[src/inc/irct_pkg.sv]
package irct_pkg;
  localparam logic [3:0] IRCT_BANK_NORMAL = 4'h0;
  localparam logic [3:0] IRCT_BANK_TIMER  = 4'hD;
  localparam logic [3:0] IRCT_BANK_SYSTEM = 4'hF;
  localparam logic [3:0] IRCT_OFF_CTL     = 4'h0;
  localparam logic [3:0] IRCT_OFF_T8_LO   = 4'h4;
  localparam logic [3:0] IRCT_OFF_T8_HI   = 4'h5;
  localparam logic [3:0] IRCT_OFF_T16_LO  = 4'h6;
  localparam logic [3:0] IRCT_OFF_T16_HI  = 4'h7;
  localparam logic [3:0] IRCT_OFF_W_CAP_L = 4'h8;
  localparam logic [3:0] IRCT_OFF_W_CAP_H = 4'h9;
  localparam logic [3:0] IRCT_OFF_N_CAP_L = 4'hA;
  localparam logic [3:0] IRCT_OFF_N_CAP_H = 4'hB;
  localparam int IRCT_BIT_RUN     = 7;
  localparam int IRCT_BIT_SINGLE  = 6;
  localparam int IRCT_BIT_TIMEOUT = 5;
  localparam int IRCT_BIT_PRE_HI  = 4;
  localparam int IRCT_BIT_PRE_LO  = 3;
  localparam int IRCT_BIT_CAP_IE  = 2;
  localparam int IRCT_BIT_TO_IE   = 1;
  localparam int IRCT_BIT_PINSEL  = 0;
  localparam logic [7:0] IRCT_RESET_BYTE = 8'h00;
  localparam logic [2:0] IRCT_PRE_RESET  = 3'h0;

  typedef struct packed {
    logic       run;
    logic       single;
    logic       timeout;
    logic [1:0] prescale;
    logic       cap_ie;
    logic       to_ie;
    logic       pin_sel;
  } irct_ctl_t;

  typedef struct packed {
    logic       valid;
    logic [7:0] count;
    logic       level;
  } irct_cap8_t;
endpackage

[src/irct_regs.sv]
// Functional notes
// RULE1: Timer registers live in bank D.
// RULE2: Pointer high nibble group, low nibble bank.
// RULE3: Low nibble zero is normal bank.
// RULE4: Only banks 0, F, D exist.
// RULE5: Capture-high holds high-level count, read-only.
// RULE6: Capture-low holds low-level count, read-only.
// RULE7: Wide capture high byte, read-only.
// RULE8: Wide capture low byte, read-only.
// RULE9: Wide reload hold bytes read/write.
// RULE10: Narrow level hold bytes read/write.
// RULE11: Bit 7 starts, stops, reads running.
// RULE12: Modulo-N reloads at terminal count.
// RULE13: Single pass stops at terminal count.
// RULE14: Bit 2 gates capture interrupt.
// RULE15: Flags and masks survive stop recovery.
// RULE16: Timeout set by hardware, cleared writing one.
// RULE17: Bits 4:3 select clock divider.
// RULE18: Bit 1 gates timeout interrupt.
// RULE19: Bit 0 selects pin source.
// RULE20: Interrupt requests are one-cycle pulses.
module irct_regs
  import irct_pkg::*;
#(
  parameter int CNT_W = 8
) (
  input  wire logic        clock,
  input  wire logic        reset_n,
  input  wire logic        stop_recovery_n,
  input  wire logic [7:0]  bank_group_pointer,
  input  wire logic [3:0]  reg_addr,
  input  wire logic        reg_wr,
  input  wire logic        reg_rd,
  input  wire logic [7:0]  reg_wdata,
  input  wire irct_cap8_t  narrow_cap,
  input  wire logic        wide_cap_valid,
  input  wire logic [15:0] wide_cap_value,
  input  wire logic        port_latch_out,
  output logic [7:0]       reg_rdata_ff,
  output logic             reg_hit_ff,
  output logic             shared_output_pin_ff,
  output logic             capture_irq_ff,
  output logic             timeout_irq_ff,
  output logic [15:0]      wide_reload_ff,
  output logic [7:0]       narrow_count_ff
);

  if (CNT_W != 8) begin : g_chk
    $error("irct_regs supports an 8-bit narrow timer only");
  end

  irct_ctl_t  ctl_ff;
  logic [7:0] lo_hold_ff, hi_hold_ff, rl_lo_ff, rl_hi_ff;
  logic [7:0] cap_lo_ff, cap_hi_ff, wcap_lo_ff, wcap_hi_ff;
  logic [2:0] pre_ff;
  logic       level_ff, t8_out_ff;

  // RULE2 group nibble only picks the working group
  wire [3:0] bank_sel = bank_group_pointer[3:0];
  // RULE1 bank D decode
  wire       in_bank  = (bank_sel == IRCT_BANK_TIMER);
  // RULE3 bank 0 leaves normal registers
  wire       normal   = (bank_sel == IRCT_BANK_NORMAL);
  // RULE4 other banks do not answer here
  wire       wr_ok    = reg_wr && in_bank;
  wire       rd_ok    = reg_rd && in_bank;
  wire       wr_ctl   = wr_ok && (reg_addr == IRCT_OFF_CTL);

  function automatic logic pre_tick(input logic [1:0] sel, input logic [2:0] cnt);
    case (sel)
      2'h0:    pre_tick = 1'b1;
      2'h1:    pre_tick = cnt[0];
      2'h2:    pre_tick = &cnt[1:0];
      default: pre_tick = &cnt;
    endcase
  endfunction

  // RULE17 divider select
  wire       tick      = ctl_ff.run && pre_tick(ctl_ff.prescale, pre_ff);
  wire       term      = tick && (narrow_count_ff == 8'h00);
  wire [7:0] reload    = level_ff ? lo_hold_ff : hi_hold_ff;
  // RULE16 hardware set wins over clear
  wire       to_set    = term;
  wire       to_clr    = wr_ctl && reg_wdata[IRCT_BIT_TIMEOUT];
  wire       nxt_to    = to_set ? 1'b1 : (to_clr ? 1'b0 : ctl_ff.timeout);
  // RULE13 single pass drops run at terminal count
  wire       stop_now  = term && ctl_ff.single;

  logic [7:0] rd_mux;
  always_comb begin
    case (reg_addr)
      IRCT_OFF_CTL:     rd_mux = ctl_ff;
      IRCT_OFF_T8_LO:   rd_mux = lo_hold_ff;
      IRCT_OFF_T8_HI:   rd_mux = hi_hold_ff;
      IRCT_OFF_T16_LO:  rd_mux = rl_lo_ff;
      IRCT_OFF_T16_HI:  rd_mux = rl_hi_ff;
      IRCT_OFF_W_CAP_L: rd_mux = wcap_lo_ff;
      IRCT_OFF_W_CAP_H: rd_mux = wcap_hi_ff;
      IRCT_OFF_N_CAP_L: rd_mux = cap_lo_ff;
      IRCT_OFF_N_CAP_H: rd_mux = cap_hi_ff;
      default:          rd_mux = IRCT_RESET_BYTE;
    endcase
  end

  // RULE15 stop recovery clears run, pass mode, pin only
  irct_ctl_t nxt_ctl;
  always_comb begin
    nxt_ctl = ctl_ff;
    // RULE11 write wins over auto stop
    if (wr_ctl) begin
      nxt_ctl.run      = reg_wdata[IRCT_BIT_RUN];
      nxt_ctl.single   = reg_wdata[IRCT_BIT_SINGLE];
      nxt_ctl.prescale = reg_wdata[IRCT_BIT_PRE_HI:IRCT_BIT_PRE_LO];
      nxt_ctl.cap_ie   = reg_wdata[IRCT_BIT_CAP_IE];
      nxt_ctl.to_ie    = reg_wdata[IRCT_BIT_TO_IE];
      nxt_ctl.pin_sel  = reg_wdata[IRCT_BIT_PINSEL];
    end else if (stop_now) begin
      nxt_ctl.run = 1'b0;
    end
    nxt_ctl.timeout = nxt_to;
    if (!stop_recovery_n) begin
      nxt_ctl.run     = 1'b0;
      nxt_ctl.single  = 1'b0;
      nxt_ctl.pin_sel = 1'b0;
    end
  end

  // Timeout, prescale and masks clear at power-on, not at stop recovery
  always_ff @(posedge clock) begin
    if (!reset_n) begin
      ctl_ff <= irct_ctl_t'(IRCT_RESET_BYTE);
    end else begin
      ctl_ff <= nxt_ctl;
    end
  end

  // RULE9 RULE10 hold registers
  always_ff @(posedge clock) begin
    if (!reset_n) begin
      lo_hold_ff <= IRCT_RESET_BYTE;
      hi_hold_ff <= IRCT_RESET_BYTE;
      rl_lo_ff   <= IRCT_RESET_BYTE;
      rl_hi_ff   <= IRCT_RESET_BYTE;
    end else if (wr_ok) begin
      if (reg_addr == IRCT_OFF_T8_LO)  lo_hold_ff <= reg_wdata;
      if (reg_addr == IRCT_OFF_T8_HI)  hi_hold_ff <= reg_wdata;
      if (reg_addr == IRCT_OFF_T16_LO) rl_lo_ff   <= reg_wdata;
      if (reg_addr == IRCT_OFF_T16_HI) rl_hi_ff   <= reg_wdata;
    end
  end

  // RULE5 RULE6 RULE7 RULE8 capture from hardware only
  always_ff @(posedge clock) begin
    if (!reset_n) begin
      cap_lo_ff  <= IRCT_RESET_BYTE;
      cap_hi_ff  <= IRCT_RESET_BYTE;
      wcap_lo_ff <= IRCT_RESET_BYTE;
      wcap_hi_ff <= IRCT_RESET_BYTE;
    end else begin
      if (narrow_cap.valid && narrow_cap.level)  cap_hi_ff <= narrow_cap.count;
      if (narrow_cap.valid && !narrow_cap.level) cap_lo_ff <= narrow_cap.count;
      if (wide_cap_valid) begin
        wcap_lo_ff <= wide_cap_value[7:0];
        wcap_hi_ff <= wide_cap_value[15:8];
      end
    end
  end

  // RULE12 modulo-N reload from the alternate level hold
  always_ff @(posedge clock) begin
    if (!reset_n) begin
      pre_ff          <= IRCT_PRE_RESET;
      narrow_count_ff <= IRCT_RESET_BYTE;
      level_ff        <= 1'b0;
      t8_out_ff       <= 1'b0;
    end else if (!ctl_ff.run) begin
      pre_ff          <= IRCT_PRE_RESET;
      narrow_count_ff <= lo_hold_ff;
      level_ff        <= 1'b0;
    end else begin
      pre_ff <= pre_ff + 3'h1;
      if (term) begin
        narrow_count_ff <= reload;
        level_ff        <= ~level_ff;
        t8_out_ff       <= ~t8_out_ff;
      end else if (tick) begin
        narrow_count_ff <= narrow_count_ff - 8'h01;
      end
    end
  end

  // Output registers
  always_ff @(posedge clock) begin
    if (!reset_n) begin
      reg_rdata_ff         <= IRCT_RESET_BYTE;
      reg_hit_ff           <= 1'b0;
      shared_output_pin_ff <= 1'b0;
      capture_irq_ff       <= 1'b0;
      timeout_irq_ff       <= 1'b0;
      wide_reload_ff       <= 16'h0000;
    end else begin
      reg_rdata_ff <= rd_ok ? rd_mux : IRCT_RESET_BYTE;
      reg_hit_ff   <= (rd_ok || wr_ok) && !normal;
      // RULE19 pin source select
      shared_output_pin_ff <= ctl_ff.pin_sel ? t8_out_ff : port_latch_out;
      // RULE14 RULE20 capture pulse
      capture_irq_ff <= narrow_cap.valid && ctl_ff.cap_ie;
      // RULE18 RULE20 timeout pulse
      timeout_irq_ff <= term && ctl_ff.to_ie;
      wide_reload_ff <= {rl_hi_ff, rl_lo_ff};
    end
  end

  property p_ro_cap;
    @(posedge clock) disable iff (!reset_n)
      (wr_ok && reg_addr == IRCT_OFF_N_CAP_H && !narrow_cap.valid) |=> $stable(cap_hi_ff);
  endproperty
  a_ro_cap: assert property (p_ro_cap) else $error("capture high changed by write"); // RULE5

  property p_to_set;
    @(posedge clock) disable iff (!reset_n) term |=> ctl_ff.timeout;
  endproperty
  a_to_set: assert property (p_to_set) else $error("timeout not set"); // RULE16

  property p_single;
    @(posedge clock) disable iff (!reset_n || !stop_recovery_n)
      (stop_now && !wr_ctl) |=> !ctl_ff.run;
  endproperty
  a_single: assert property (p_single) else $error("single pass kept running"); // RULE13

  property p_to_irq;
    @(posedge clock) disable iff (!reset_n)
      timeout_irq_ff |-> $past(term) && $past(ctl_ff.to_ie);
  endproperty
  a_to_irq: assert property (p_to_irq) else $error("timeout irq wrong"); // RULE18

  property p_cap_irq;
    @(posedge clock) disable iff (!reset_n)
      (narrow_cap.valid && !ctl_ff.cap_ie) |=> !capture_irq_ff;
  endproperty
  a_cap_irq: assert property (p_cap_irq) else $error("capture irq while masked"); // RULE14

  property p_bank;
    @(posedge clock) disable iff (!reset_n) (reg_rd && !in_bank) |=> reg_rdata_ff == 8'h00;
  endproperty
  a_bank: assert property (p_bank) else $error("answer outside bank"); // RULE4

  property p_hold;
    @(posedge clock) disable iff (!reset_n)
      (wr_ok && reg_addr == IRCT_OFF_T16_LO) |=> rl_lo_ff == $past(reg_wdata);
  endproperty
  a_hold: assert property (p_hold) else $error("reload hold not written"); // RULE9

  property p_pin;
    @(posedge clock) disable iff (!reset_n)
      !ctl_ff.pin_sel |=> shared_output_pin_ff == $past(port_latch_out);
  endproperty
  a_pin: assert property (p_pin) else $error("pin source wrong"); // RULE19

  property p_ro_cap_lo;
    @(posedge clock) disable iff (!reset_n)
      (wr_ok && reg_addr == IRCT_OFF_N_CAP_L && !narrow_cap.valid) |=> $stable(cap_lo_ff);
  endproperty
  a_ro_cap_lo: assert property (p_ro_cap_lo) else $error("capture low written"); // RULE6

  property p_ro_wcap;
    @(posedge clock) disable iff (!reset_n)
      (wr_ok && reg_addr == IRCT_OFF_W_CAP_H && !wide_cap_valid) |=> $stable(wcap_hi_ff);
  endproperty
  a_ro_wcap: assert property (p_ro_wcap) else $error("wide capture written"); // RULE7

  property p_hold_hi;
    @(posedge clock) disable iff (!reset_n)
      (wr_ok && reg_addr == IRCT_OFF_T8_HI) |=> hi_hold_ff == $past(reg_wdata);
  endproperty
  a_hold_hi: assert property (p_hold_hi) else $error("level hold not written"); // RULE10

  property p_run_wr;
    @(posedge clock) disable iff (!reset_n)
      (wr_ctl && stop_recovery_n) |=> ctl_ff.run == $past(reg_wdata[IRCT_BIT_RUN]);
  endproperty
  a_run_wr: assert property (p_run_wr) else $error("run bit not written"); // RULE11

  property p_modn;
    @(posedge clock) disable iff (!reset_n)
      (term && !ctl_ff.single && !wr_ctl && stop_recovery_n)
        |=> ctl_ff.run && narrow_count_ff == $past(reload);
  endproperty
  a_modn: assert property (p_modn) else $error("modulo reload wrong"); // RULE12

  property p_stop_rec;
    @(posedge clock) disable iff (!reset_n)
      !stop_recovery_n |=> !ctl_ff.run && !ctl_ff.single && !ctl_ff.pin_sel;
  endproperty
  a_stop_rec: assert property (p_stop_rec) else $error("stop recovery kept bits"); // RULE15

  property p_keep;
    @(posedge clock) disable iff (!reset_n)
      (!stop_recovery_n && !wr_ctl) |=> $stable(ctl_ff.prescale) && $stable(ctl_ff.cap_ie)
        && $stable(ctl_ff.to_ie);
  endproperty
  a_keep: assert property (p_keep) else $error("stop recovery lost fields"); // RULE15

  property p_to_clr;
    @(posedge clock) disable iff (!reset_n)
      (to_clr && !term) |=> !ctl_ff.timeout;
  endproperty
  a_to_clr: assert property (p_to_clr) else $error("timeout not cleared"); // RULE16

  property p_to_w0;
    @(posedge clock) disable iff (!reset_n)
      (wr_ctl && !reg_wdata[IRCT_BIT_TIMEOUT] && !term) |=> $stable(ctl_ff.timeout);
  endproperty
  a_to_w0: assert property (p_to_w0) else $error("timeout changed by zero"); // RULE16

  property p_cap_on;
    @(posedge clock) disable iff (!reset_n)
      (narrow_cap.valid && ctl_ff.cap_ie) |=> capture_irq_ff;
  endproperty
  a_cap_on: assert property (p_cap_on) else $error("capture irq missing"); // RULE14

  property p_cap_pulse;
    @(posedge clock) disable iff (!reset_n)
      capture_irq_ff |-> $past(narrow_cap.valid) && $past(ctl_ff.cap_ie);
  endproperty
  a_cap_pulse: assert property (p_cap_pulse) else $error("capture irq stray"); // RULE20

  property p_to_pulse;
    @(posedge clock) disable iff (!reset_n)
      (timeout_irq_ff && !term) |=> !timeout_irq_ff;
  endproperty
  a_to_pulse: assert property (p_to_pulse) else $error("timeout irq too long"); // RULE20

  property p_normal;
    @(posedge clock) disable iff (!reset_n)
      (reg_rd && normal) |=> !reg_hit_ff && reg_rdata_ff == IRCT_RESET_BYTE;
  endproperty
  a_normal: assert property (p_normal) else $error("bank zero answered"); // RULE3

  property p_pin_t8;
    @(posedge clock) disable iff (!reset_n)
      ctl_ff.pin_sel |=> shared_output_pin_ff == $past(t8_out_ff);
  endproperty
  a_pin_t8: assert property (p_pin_t8) else $error("pin not timer output"); // RULE19

  c_term:  cover property (@(posedge clock) term);
  c_cap:   cover property (@(posedge clock) capture_irq_ff);
  c_clear: cover property (@(posedge clock) to_clr && ctl_ff.timeout);
  c_stop:  cover property (@(posedge clock) !stop_recovery_n && ctl_ff.timeout);
endmodule

[config.mk]
export PLATFORM = sky130hd
export DESIGN_NAME = irct_regs
export DESIGN_NICKNAME = d
export VERILOG_FILES = /design/src/inc/irct_pkg.sv /design/src/irct_regs.sv
export SDC_FILE = /design/constraint.sdc
export NUM_CORES = 1
export LEC_CHECK = 0
export ABC_AREA = 1
export BUFFER_PORTS_ARGS = -buffer_cell sky130_fd_sc_hd__buf_2
export CORE_ASPECT_RATIO = 1.4
export CORE_MARGIN = 2
export CORE_UTILIZATION = 39
export DETAILED_ROUTE_END_ITERATION = 12
export PLACE_DENSITY = 0.68
export SETUP_SLACK_MARGIN = 0.15
export SLEW_MARGIN = 20
export SYNTH_ARGS = -nofsm -noshare
export SYNTH_HDL_FRONTEND = slang
export SYNTH_SLANG_ARGS = --single-unit
[constraint.sdc]
create_clock -name clock -period 1.5 [get_ports clock]
set_input_delay 0 -clock clock [delete_from_list [all_inputs] [get_ports clock]]
set_output_delay 0 -clock clock [all_outputs]
set_load 0.005 [all_outputs]
### Yosys cells after proc, flatten, opt, wreduce, memory -nomap -nowiden

Cells that the tools add are included.

| operators by class | value |
|---|---|
| $add $sub $neg | 2 |
| multiplexer cells | 11 |
| bitwise logic cells | 2 |
| reductions and logical operators | 31 |
| equal/unequal tests | 12 |

Operators by type and width:

| operator | number |
|---|---|
| $pmux 8 s9 | 1 |
| $mux 8 | 4 |
| $eq 4x4->1 const B | 5 |
| $reduce_and 2->1 | 9 |
| $eq 4x3->1 const B | 4 |
| $logic_and 1x1->1 | 12 |
| $logic_not 4->1 | 2 |
| $logic_not 8->1 | 1 |
| $sub 8x1->8 const B | 1 |
| $mux 1 | 5 |
| $reduce_bool 2->1 | 2 |
| $add 3x1->3 const B | 1 |
| $ne 3x1->1 const B | 1 |
| $pmux 1 s3 | 1 |
| $reduce_and 3->1 | 1 |
| $eq 2x1->1 const B | 1 |
| $eq 2x2->1 const B | 1 |
| $logic_not 1->1 | 2 |
| $logic_not 2->1 | 1 |
| $not 1->1 | 2 |
| $logic_or 1x1->1 | 1 |

| word-level totals | value |
|---|---|
| input bits | 53 |
| logic and storage cells | 83 |
| output and inout bits | 36 |
| register bits | 113 |

### Logic depth before layout (Yosys ltp)

Gate-level depths: netlist of the first run.

| depth | value |
|---|---|
| word-level depth | 7 |
| mapped depth | 10 |
| mapped depth without buffers | 10 |

### Worst setup path before layout of the first run

OpenSTA, ideal clock, no wires.

| timing path | value |
|---|---|
| kind | reg2reg |
| start | reg pre_ff[0] |
| end | reg narrow_count_ff[6] |
| period minus slack after synthesis | 1.413 ns |
| data required time | 1.432 ns |
| arrival time | 1.345 ns |
| cell stages (with the launch flop) | 10 |
| slack | 0.087 ns |
| path buffers | 0 |
| setup time | 0.068 ns |
| cells stage by stage | dfxtp_1 ha_1 ha_1 nand3_1 nand2_1 nor2_2 nand2_1 nand2_1 inv_1 a21oi_2 |

| between the ends | value |
|---|---|
| cells in the longest elaborated chain, start to end | 6 |
| elaborated cells between the ends (all ways) | 8 |
| classes of those cells | eq/ne (1); mux (3); reduce/logical (4) |

RTL lines:

| what | line | RTL |
|---|---|---|
| start: declaration | irct_regs.sv:55 | `logic [2:0] pre_ff;` |
| start signal: assignment | irct_regs.sv:181 | `pre_ff <= pre_ff + 3'h1;` |
| $reduce_and 3->1 / $reduce_and 2->1 (equally long branches) | irct_regs.sv:74, irct_regs.sv:73 |  |
| $pmux 1 s3 (*) | irct_regs.sv:70 | `case (sel)` |
| $logic_and 1x1->1 (*) | irct_regs.sv:79 | `wire tick = ctl_ff.run && pre_tick(ctl_ff.prescale, pre_ff);` |
| $logic_and 1x1->1 | irct_regs.sv:80 | `wire term = tick && (narrow_count_ff == 8'h00);` |
| $mux 8 | irct_regs.sv:182 | `if (term) begin` |
| $mux 8 | irct_regs.sv:176 | `end else if (!ctl_ff.run) begin` |
| end signal: assignment | irct_regs.sv:178 | `narrow_count_ff <= lo_hold_ff;` |
| end signal: assignment | irct_regs.sv:183 | `narrow_count_ff <= reload;` |
| end signal: assignment | irct_regs.sv:187 | `narrow_count_ff <= narrow_count_ff - 8'h01;` |
| end: declaration | irct_regs.sv:45 | `output logic [7:0] narrow_count_ff` |

Mark *: on every way between the ends. The rest lies on a longest branch, timed or not.
A chain may end at the register's enable or synchronous reset.

### Worst setup path after layout of the first run

| timing path | value |
|---|---|
| start | reg pre_ff[0] |
| end | reg narrow_count_ff[1] |

Same word-level chain as after synthesis.

==> impl_metrics.json, run 1 <==
{
  "start_util_pct": 39.9,
  "grt_max_degree": 40,
  "yosys.area_share.simple_pct": 29.4,
  "grt_use_total_pct": 21.5,
  "synthXorXnorAreaFrac_pct": 0.532,
  "antenna_found_initial": 0,
  "finalHoldViolCount": 0,
  "coreArea_sq_um": 12400,
  "clock_path_buffers": 2,
  "status": "completed",
  "maxSlewViolCount": 0,
  "vias": 4927,
  "critPathSlowestCell": "dfxtp_2",
  "finalSetupViolations": 0,
  "min_period_ps": 1400,
  "synth_compound_area_share_pct": 13.9,
  "avgSynthCellArea_sq_um": 6.94,
  "routed_wl_mm": 14.2,
  "synthAdderAreaFrac_pct": 1.01,
  "max_slew.worst_pin.slew_ps": 493,
  "setup_tns_ps": 0,
  "route.detailed.drc": 0,
  "antenna_cells": 0,
  "nNetsFinal": 912,
  "synth-warning-count": 0,
  "critical_path.cell_chain": "ha_4, ha_4, nand3_4, nand2_8, nor2_4, nand2_1, nand2_1, inv_2, a21oi_2",
  "netlist_area_sq_um": 4940,
  "async_flop_share_pct": 0,
  "routedWlPerCell_um": 14.0,
  "period_share_pct": 93.3,
  "drive_gt1_share_pct": 21.5,
  "syn2layout_area_growth_pct": 36.7,
  "slew_headroom_pct": 67.1,
  "final_common_cell": "nand2_1",
  "synth_ff_type": "dfxtp_1",
  "max_freq_ghz": 0.715,
  "overflow": 0,
  "clock_skew_ps": 6.30,
  "p_leak_uw": 0.00325,
  "row_count": 48,
  "htree_num_levels": 4,
  "grt_pass1_wl_mm": 22.6,
  "cts_root_buffer": "clkbuf_16",
  "synth_mux_area_share_pct": 0.405,
  "firstDrtPassIters": 6,
  "critPathMaxFanout": 8,
  "crit_family": "simple AND/OR/NAND/NOR gates",
  "clk_pin_slew_ps": 50,
  "drv_cap": 0,
  "dp_hpwl_mm": 9.98,
  "cp.buffers_inverters": 1,
  "worstHoldPathType": "in2reg",
  "cpPeakStageDelay_ps": 330,
  "yosys.cell_types.count": 32,
  "required_ps": 1830,
  "synth-edff-count": 0,
  "hold-worst-slack_ps": 15.0,
  "cts_tree": "built",
  "synth_top_family_by_area": "simple AND/OR/NAND/NOR gates",
  "path_class": "reg2reg",
  "end_kind": "register",
  "ios": 89,
  "clkSinkCount": 113,
  "cp-start-kind": "register",
  "die_y_um": 137,
  "ant_nets": 0,
  "synth.net_count": 768,
  "synthCells": 711,
  "cts_buffers": 17,
  "ys_seq_area_share_pct": 45.8,
  "power_density_nw_per_um2": 1130,
  "final_cell_mix": "nand2_1 (152), nor2_1 (134), dfxtp_1 (107)",
  "insertion_delay_ps": 410,
  "place_congestion": 0.898,
  "drt_iter0_markers": 333,
  "avgViaCountPerCell": 4.85,
  "vdd_drop_max_v": 0.000774,
  "ys_seq_elements": 113,
  "grt_pass1_vias": 4685,
  "fp.dieW_um": 99.1,
  "dieArea_sq_um": 13600,
  "rsz0062_at_grt": "true",
  "port_buffers": 84,
  "cp.arrival_ps": 1730
}
[cells in the mapped netlist (all sizes together) (2+ instances only)]
cell type	number	share of area (%)
nand2	160	12
nor2	149	13
dfxtp	113	46
inv	94	7.1
o21ai	81	8.2
a21oi	49	5.1
clkbuf	14	1.1
nand3	14	1.8
nand3b	6	0.91
nor3	6	0.61
buf	4	0.53
ha	4	1.0
nand4	3	0.68
o211ai	3	0.46
clkinv	2	0.15
mux2i	2	0.41
nor3b	2	0.30
xnor2	2	0.35
[where the power goes]
part	internal (uW)	total [uW]	switching [uW]
Combinational	191	433	243
Clock	2800	4110	1300
Sequential	3070	3100	27.8
[final cells by class]
| cell class | instances | area (sq um) |
|---|---|---|
| fill | 1182 | 5620 |
| timing repair buffer | 142 | 971 |
| clock buffer | 25 | 505 |
| tap | 150 | 188 |
| inverter | 96 | 360 |
| sequential | 113 | 2270 |
| multi-input combinational | 485 | 2350 |
| clock inverter | 5 | 100 |
[registers in the layout, summed over array words and instances, names as in the netlist]
name / cells
ctl_ff: 8
hi_hold_ff: 8
capture_irq_ff: 1
wcap_hi_ff: 8
cap_hi_ff: 8
reg_hit_ff: 1
wide_reload_ff: 16
narrow_count_ff: 8
t8_out_ff: 1
timeout_irq_ff: 1
lo_hold_ff: 8
shared_output_pin_ff: 1
rl_hi_ff: 8
pre_ff: 3
cap_lo_ff: 8
rl_lo_ff: 8
level_ff: 1
wcap_lo_ff: 8
reg_rdata_ff: 8
[layer usage]
metal | vias to the layer above | GRT usage [%] | share of wire [%]
met3 | 40 | 5.82 | 4.1
met2 | 146 | 39.3 | 52
li1 | 2520 | - | -
met4 | 0 | 11.8 | 4.2
met5 | - | 0 | 0
met1 | 2221 | 22.1 | 39
[worst min-delay path, cell delays in order]
cell and delay [ps]:
buf_2 170, nand2_1 160, nor2_1 50
[timing repair]
| action | in CTS | in global routing |
|---|---|---|
| setup buffers | 3 | 1 |
| hold endpoints to repair | 73 | 0 |
| pin swaps | 17 | 15 |
| gates resized for setup | 12 | 16 |
| hold buffers | 41 | 0 |
| endpoints found under the setup margin | 13 | 13 |
| cloned | 1 | 0 |
[kinds of logic after synthesis]
logic type | count (synthesis)
multiplexers | 2
buffers and inverters | 114
XOR/XNOR | 3
adder cells (fa/ha/maj) | 4
AO/OA/AOI/OAI | 134
AND/OR/NAND/NOR | 341
flip-flops | 113
[path summary, 6_finish.rpt]
check | startpoint | depth (start not counted) | to | slack (ps)
max reg2reg | pre_ff[0]$_SDFF_PN0_ | 9 | narrow_count_ff[1]$_SDFFE_PN0P_ | 100
min | reset_n | 3 | pre_ff[0]$_SDFF_PN0_ | 20
min reg2reg | rl_hi_ff[5]$_SDFFE_PN0P_ | 2 | wide_reload_ff[13]$_SDFF_PN0_ | 440
max | pre_ff[0]$_SDFF_PN0_ | 9 | narrow_count_ff[1]$_SDFFE_PN0P_ | 100
[metrics by stage]
stage | setup slack, ps | total power [uW] | std cells | instance area (sq um) | util, %
after floorplan | 150 | 3340 | 711 | 4950 | -
after global placement | 74.0 | 3500 | 940 | 5590 | 45.2
after detailed placement | 49.8 | 3500 | 940 | 5590 | 45.2
after CTS | 97.9 | 7670 | 1015 | 6690 | 54.1
after global routing | 26.8 | 7880 | 1016 | 6750 | 54.5
final | 101 | 7640 | 1016 | 6750 | 54.5
Note: power is estimated with default switching activity, not from simulation.
==> inputs of run 2 (changes only) <==
--- a/config.mk
+++ b/config.mk
@@ -11,9 +11,11 @@
 export CORE_MARGIN = 2
 export CORE_UTILIZATION = 39
 export DETAILED_ROUTE_END_ITERATION = 12
+export MAX_ROUTING_LAYER = met4
 export PLACE_DENSITY = 0.68
 export SETUP_SLACK_MARGIN = 0.15
 export SLEW_MARGIN = 20
 export SYNTH_ARGS = -nofsm -noshare
 export SYNTH_HDL_FRONTEND = slang
 export SYNTH_SLANG_ARGS = --single-unit
+export TNS_END_PERCENT = 30
==> run 2 against run 1 <==
Effect of this change: die area unchanged; final cell count did not move; register-to-register slack better by 30 ps; clock skew fell by 2.7 ps; critical endpoint is now narrow_count_ff[6]$_SDFFE_PN0P_; largest cell class unchanged; highest routed layer unchanged.
==> impl_metrics.json, run 2 (same netlist as run 1, synthesis figures left out) <==
{
  "cp.arrival_ps": 1710,
  "fin_cells": 1016,
  "crit_end": "narrow_count_ff[6]$_SDFFE_PN0P_",
  "cpPeakStageDelay_ps": 330,
  "fillers": 1172,
  "die_y_um": 137,
  "ios": 89,
  "overflow": 0,
  "power_density_nw_per_um2": 1130,
  "route.detailed.drc": 0,
  "dp_hpwl_mm": 10.1,
  "clk_pin_slew_ps": 50,
  "grt_max_degree": 37,
  "finalHoldViolCount": 0,
  "setup_tns_ps": 0,
  "grt_use_total_pct": 22.1,
  "switchingPower_uw": 1570,
  "clock_skew_ps": 3.56,
  "max_slew.worst_pin.slew_ps": 490,
  "crit_start": "pre_ff[0]$_SDFF_PN0_",
  "crit_family": "simple AND/OR/NAND/NOR gates",
  "rrSetupSlack_ps": 130,
  "multi_input_area_sq_um": 2360,
  "ant_nets": 0,
  "routedWlPerCell_um": 13.8,
  "grt_pass1_vias": 4708,
  "final_common_cell": "nand2_1",
  "finalSetupViolations": 0,
  "fp.dieW_um": 99.1,
  "avgViaCountPerCell": 4.84,
  "port_buffers": 84,
  "max_freq_ghz": 0.730,
  "cts_tree": "built",
  "worst_r2r_path_depth": 9,
  "start_util_pct": 39.9,
  "status": "completed",
  "maxSlewViolCount": 0,
  "regArea_sq_um": 2270,
  "drv_cap": 0,
  "critPathSlowestCell": "dfxtp_2",
  "syn2layout_area_growth_pct": 36.0,
  "insertion_delay_ps": 410,
  "antenna_cells": 0,
  "swShare_pct": 20.7,
  "grt_pass1_wl_mm": 22.5,
  "worst-path-stages": 9,
  "cp-start-kind": "register",
  "largest_register_ffs": 16,
  "dp_cells": 941,
  "vdd_drop_max_v": 0.000837,
  "end_kind": "register",
  "cp.buffers_inverters": 1,
  "coreArea_sq_um": 12400,
  "clockPowerShare_pct": 53.6,
  "antenna_found_initial": 0,
  "clkSinkCount": 113,
  "htree_num_levels": 4,
  "timing.rr.end": "narrow_count_ff[6]$_SDFFE_PN0P_",
  "slew_headroom_pct": 67.3,
  "nNetsFinal": 911,
  "clock_path_buffers": 2,
  "internal_power_uw": 6030,
  "vias": 4918,
  "final_cell_mix": "nand2_1 (154), nor2_1 (134), dfxtp_1 (108)",
  "pwr-share-comb_pct": 5.6,
  "period_share_pct": 91.4,
  "drt_iter0_markers": 337,
  "drive_gt1_share_pct": 21.5,
  "routed_wl_mm": 14.1,
  "p_leak_uw": 0.00322,
  "cts_root_buffer": "clkbuf_16",
  "dieArea_sq_um": 13600,
  "regMostFlops": "wide_reload_ff",
  "cts_buffers": 17,
  "critPathMaxFanout": 8,
  "min_period_ps": 1370,
  "critical_path.cell_chain": "ha_4, ha_4, nand3_2, nand2_4, nor2_4, nand2_1, nand2_1, inv_1, a21oi_2",
  "reg2reg_from": "pre_ff[0]$_SDFF_PN0_",
  "path_class": "reg2reg",
  "firstDrtPassIters": 5,
  "rsz0062_at_grt": "true",
  "worstHoldPathType": "in2reg",
  "p_seq_share_pct": 40.7,
  "row_count": 48,
  "required_ps": 1840,
  "place_congestion": 0.920
}
run 2: layout make-up:
type                            count  area share, %
Multi-Input combinational cell    486           35.2
Tap cell                          150           2.80
Clock buffer                       26           7.44
Inverter                           96           5.37
Sequential cell                   113           33.8
Timing Repair Buffer              140           13.9
Clock inverter                      5           1.49
run 2: worst min path at each step:
stage | startpoint | to | cells past startpoint
CTS | narrow_cap[0] | cap_lo_ff[3]$_SDFFE_PN0P_ | 4
global placement | wide_cap_value[10] | wcap_hi_ff[2]$_SDFFE_PN0P_ | 3
floorplan | reg_wdata[0] | rl_hi_ff[0]$_SDFFE_PN0P_ | 2
finish | wide_cap_valid | wcap_lo_ff[1]$_SDFFE_PN0P_ | 3
global route | wide_cap_valid | wcap_lo_ff[1]$_SDFFE_PN0P_ | 3
detailed placement | wide_cap_value[11] | wcap_hi_ff[3]$_SDFFE_PN0P_ | 3
run 2: tightest hold or removal path, delay by kind of cell:
kind	cells	cell delay, ps
AOI/OAI and AO/OA	1	170
buffers and inverters	1	170
and+or+nand+nor	1	40
run 2: power by group through the flow:
stage / Combinational, uW / Clock [uW] / Sequential [uW]
after detailed placement: 342 / 0 / 3160
final: 429 / 4080 / 3100
after global placement: 340 / 0 / 3160
after CTS: 423 / 4120 / 3100
after floorplan: 192 / 0 / 3150
after global routing: 478 / 4260 / 3100
run 2: stage by stage:
step           hold WS [ps]  cell area, sq um  total power, uW  utilization [%]  setup slack [ps]
5_1_grt                31.3              6710             7840             54.3              53.7
2_1_floorplan           135              4950             3340                -               150
6_report               27.9              6710             7600             54.3               130
3_5_place_dp            225              5580             3500             45.1              31.9
3_3_place_gp            223              5580             3500             45.1              78.9
4_1_cts                9.08              6680             7640             54.0              96.5
run 2: layer usage:
metal,vias up,global-route usage (%),part of all wire (%)
li1,2521,-,-
met1,2218,22.1,39
met2,134,39.6,53
met3,45,4.44,3.5
met4,0,12.6,5.0
met5,-,-,0
run 2: timing repair:
action | in CTS | in global routing
pin swaps | 17 | 9
hold buffers | 38 | 0
endpoints found under the setup margin | 13 | 12
resized for setup | 14 | 11
buffers inserted | 4 | 0
hold endpoints to repair | 78 | 0
gates cloned | 2 | 0
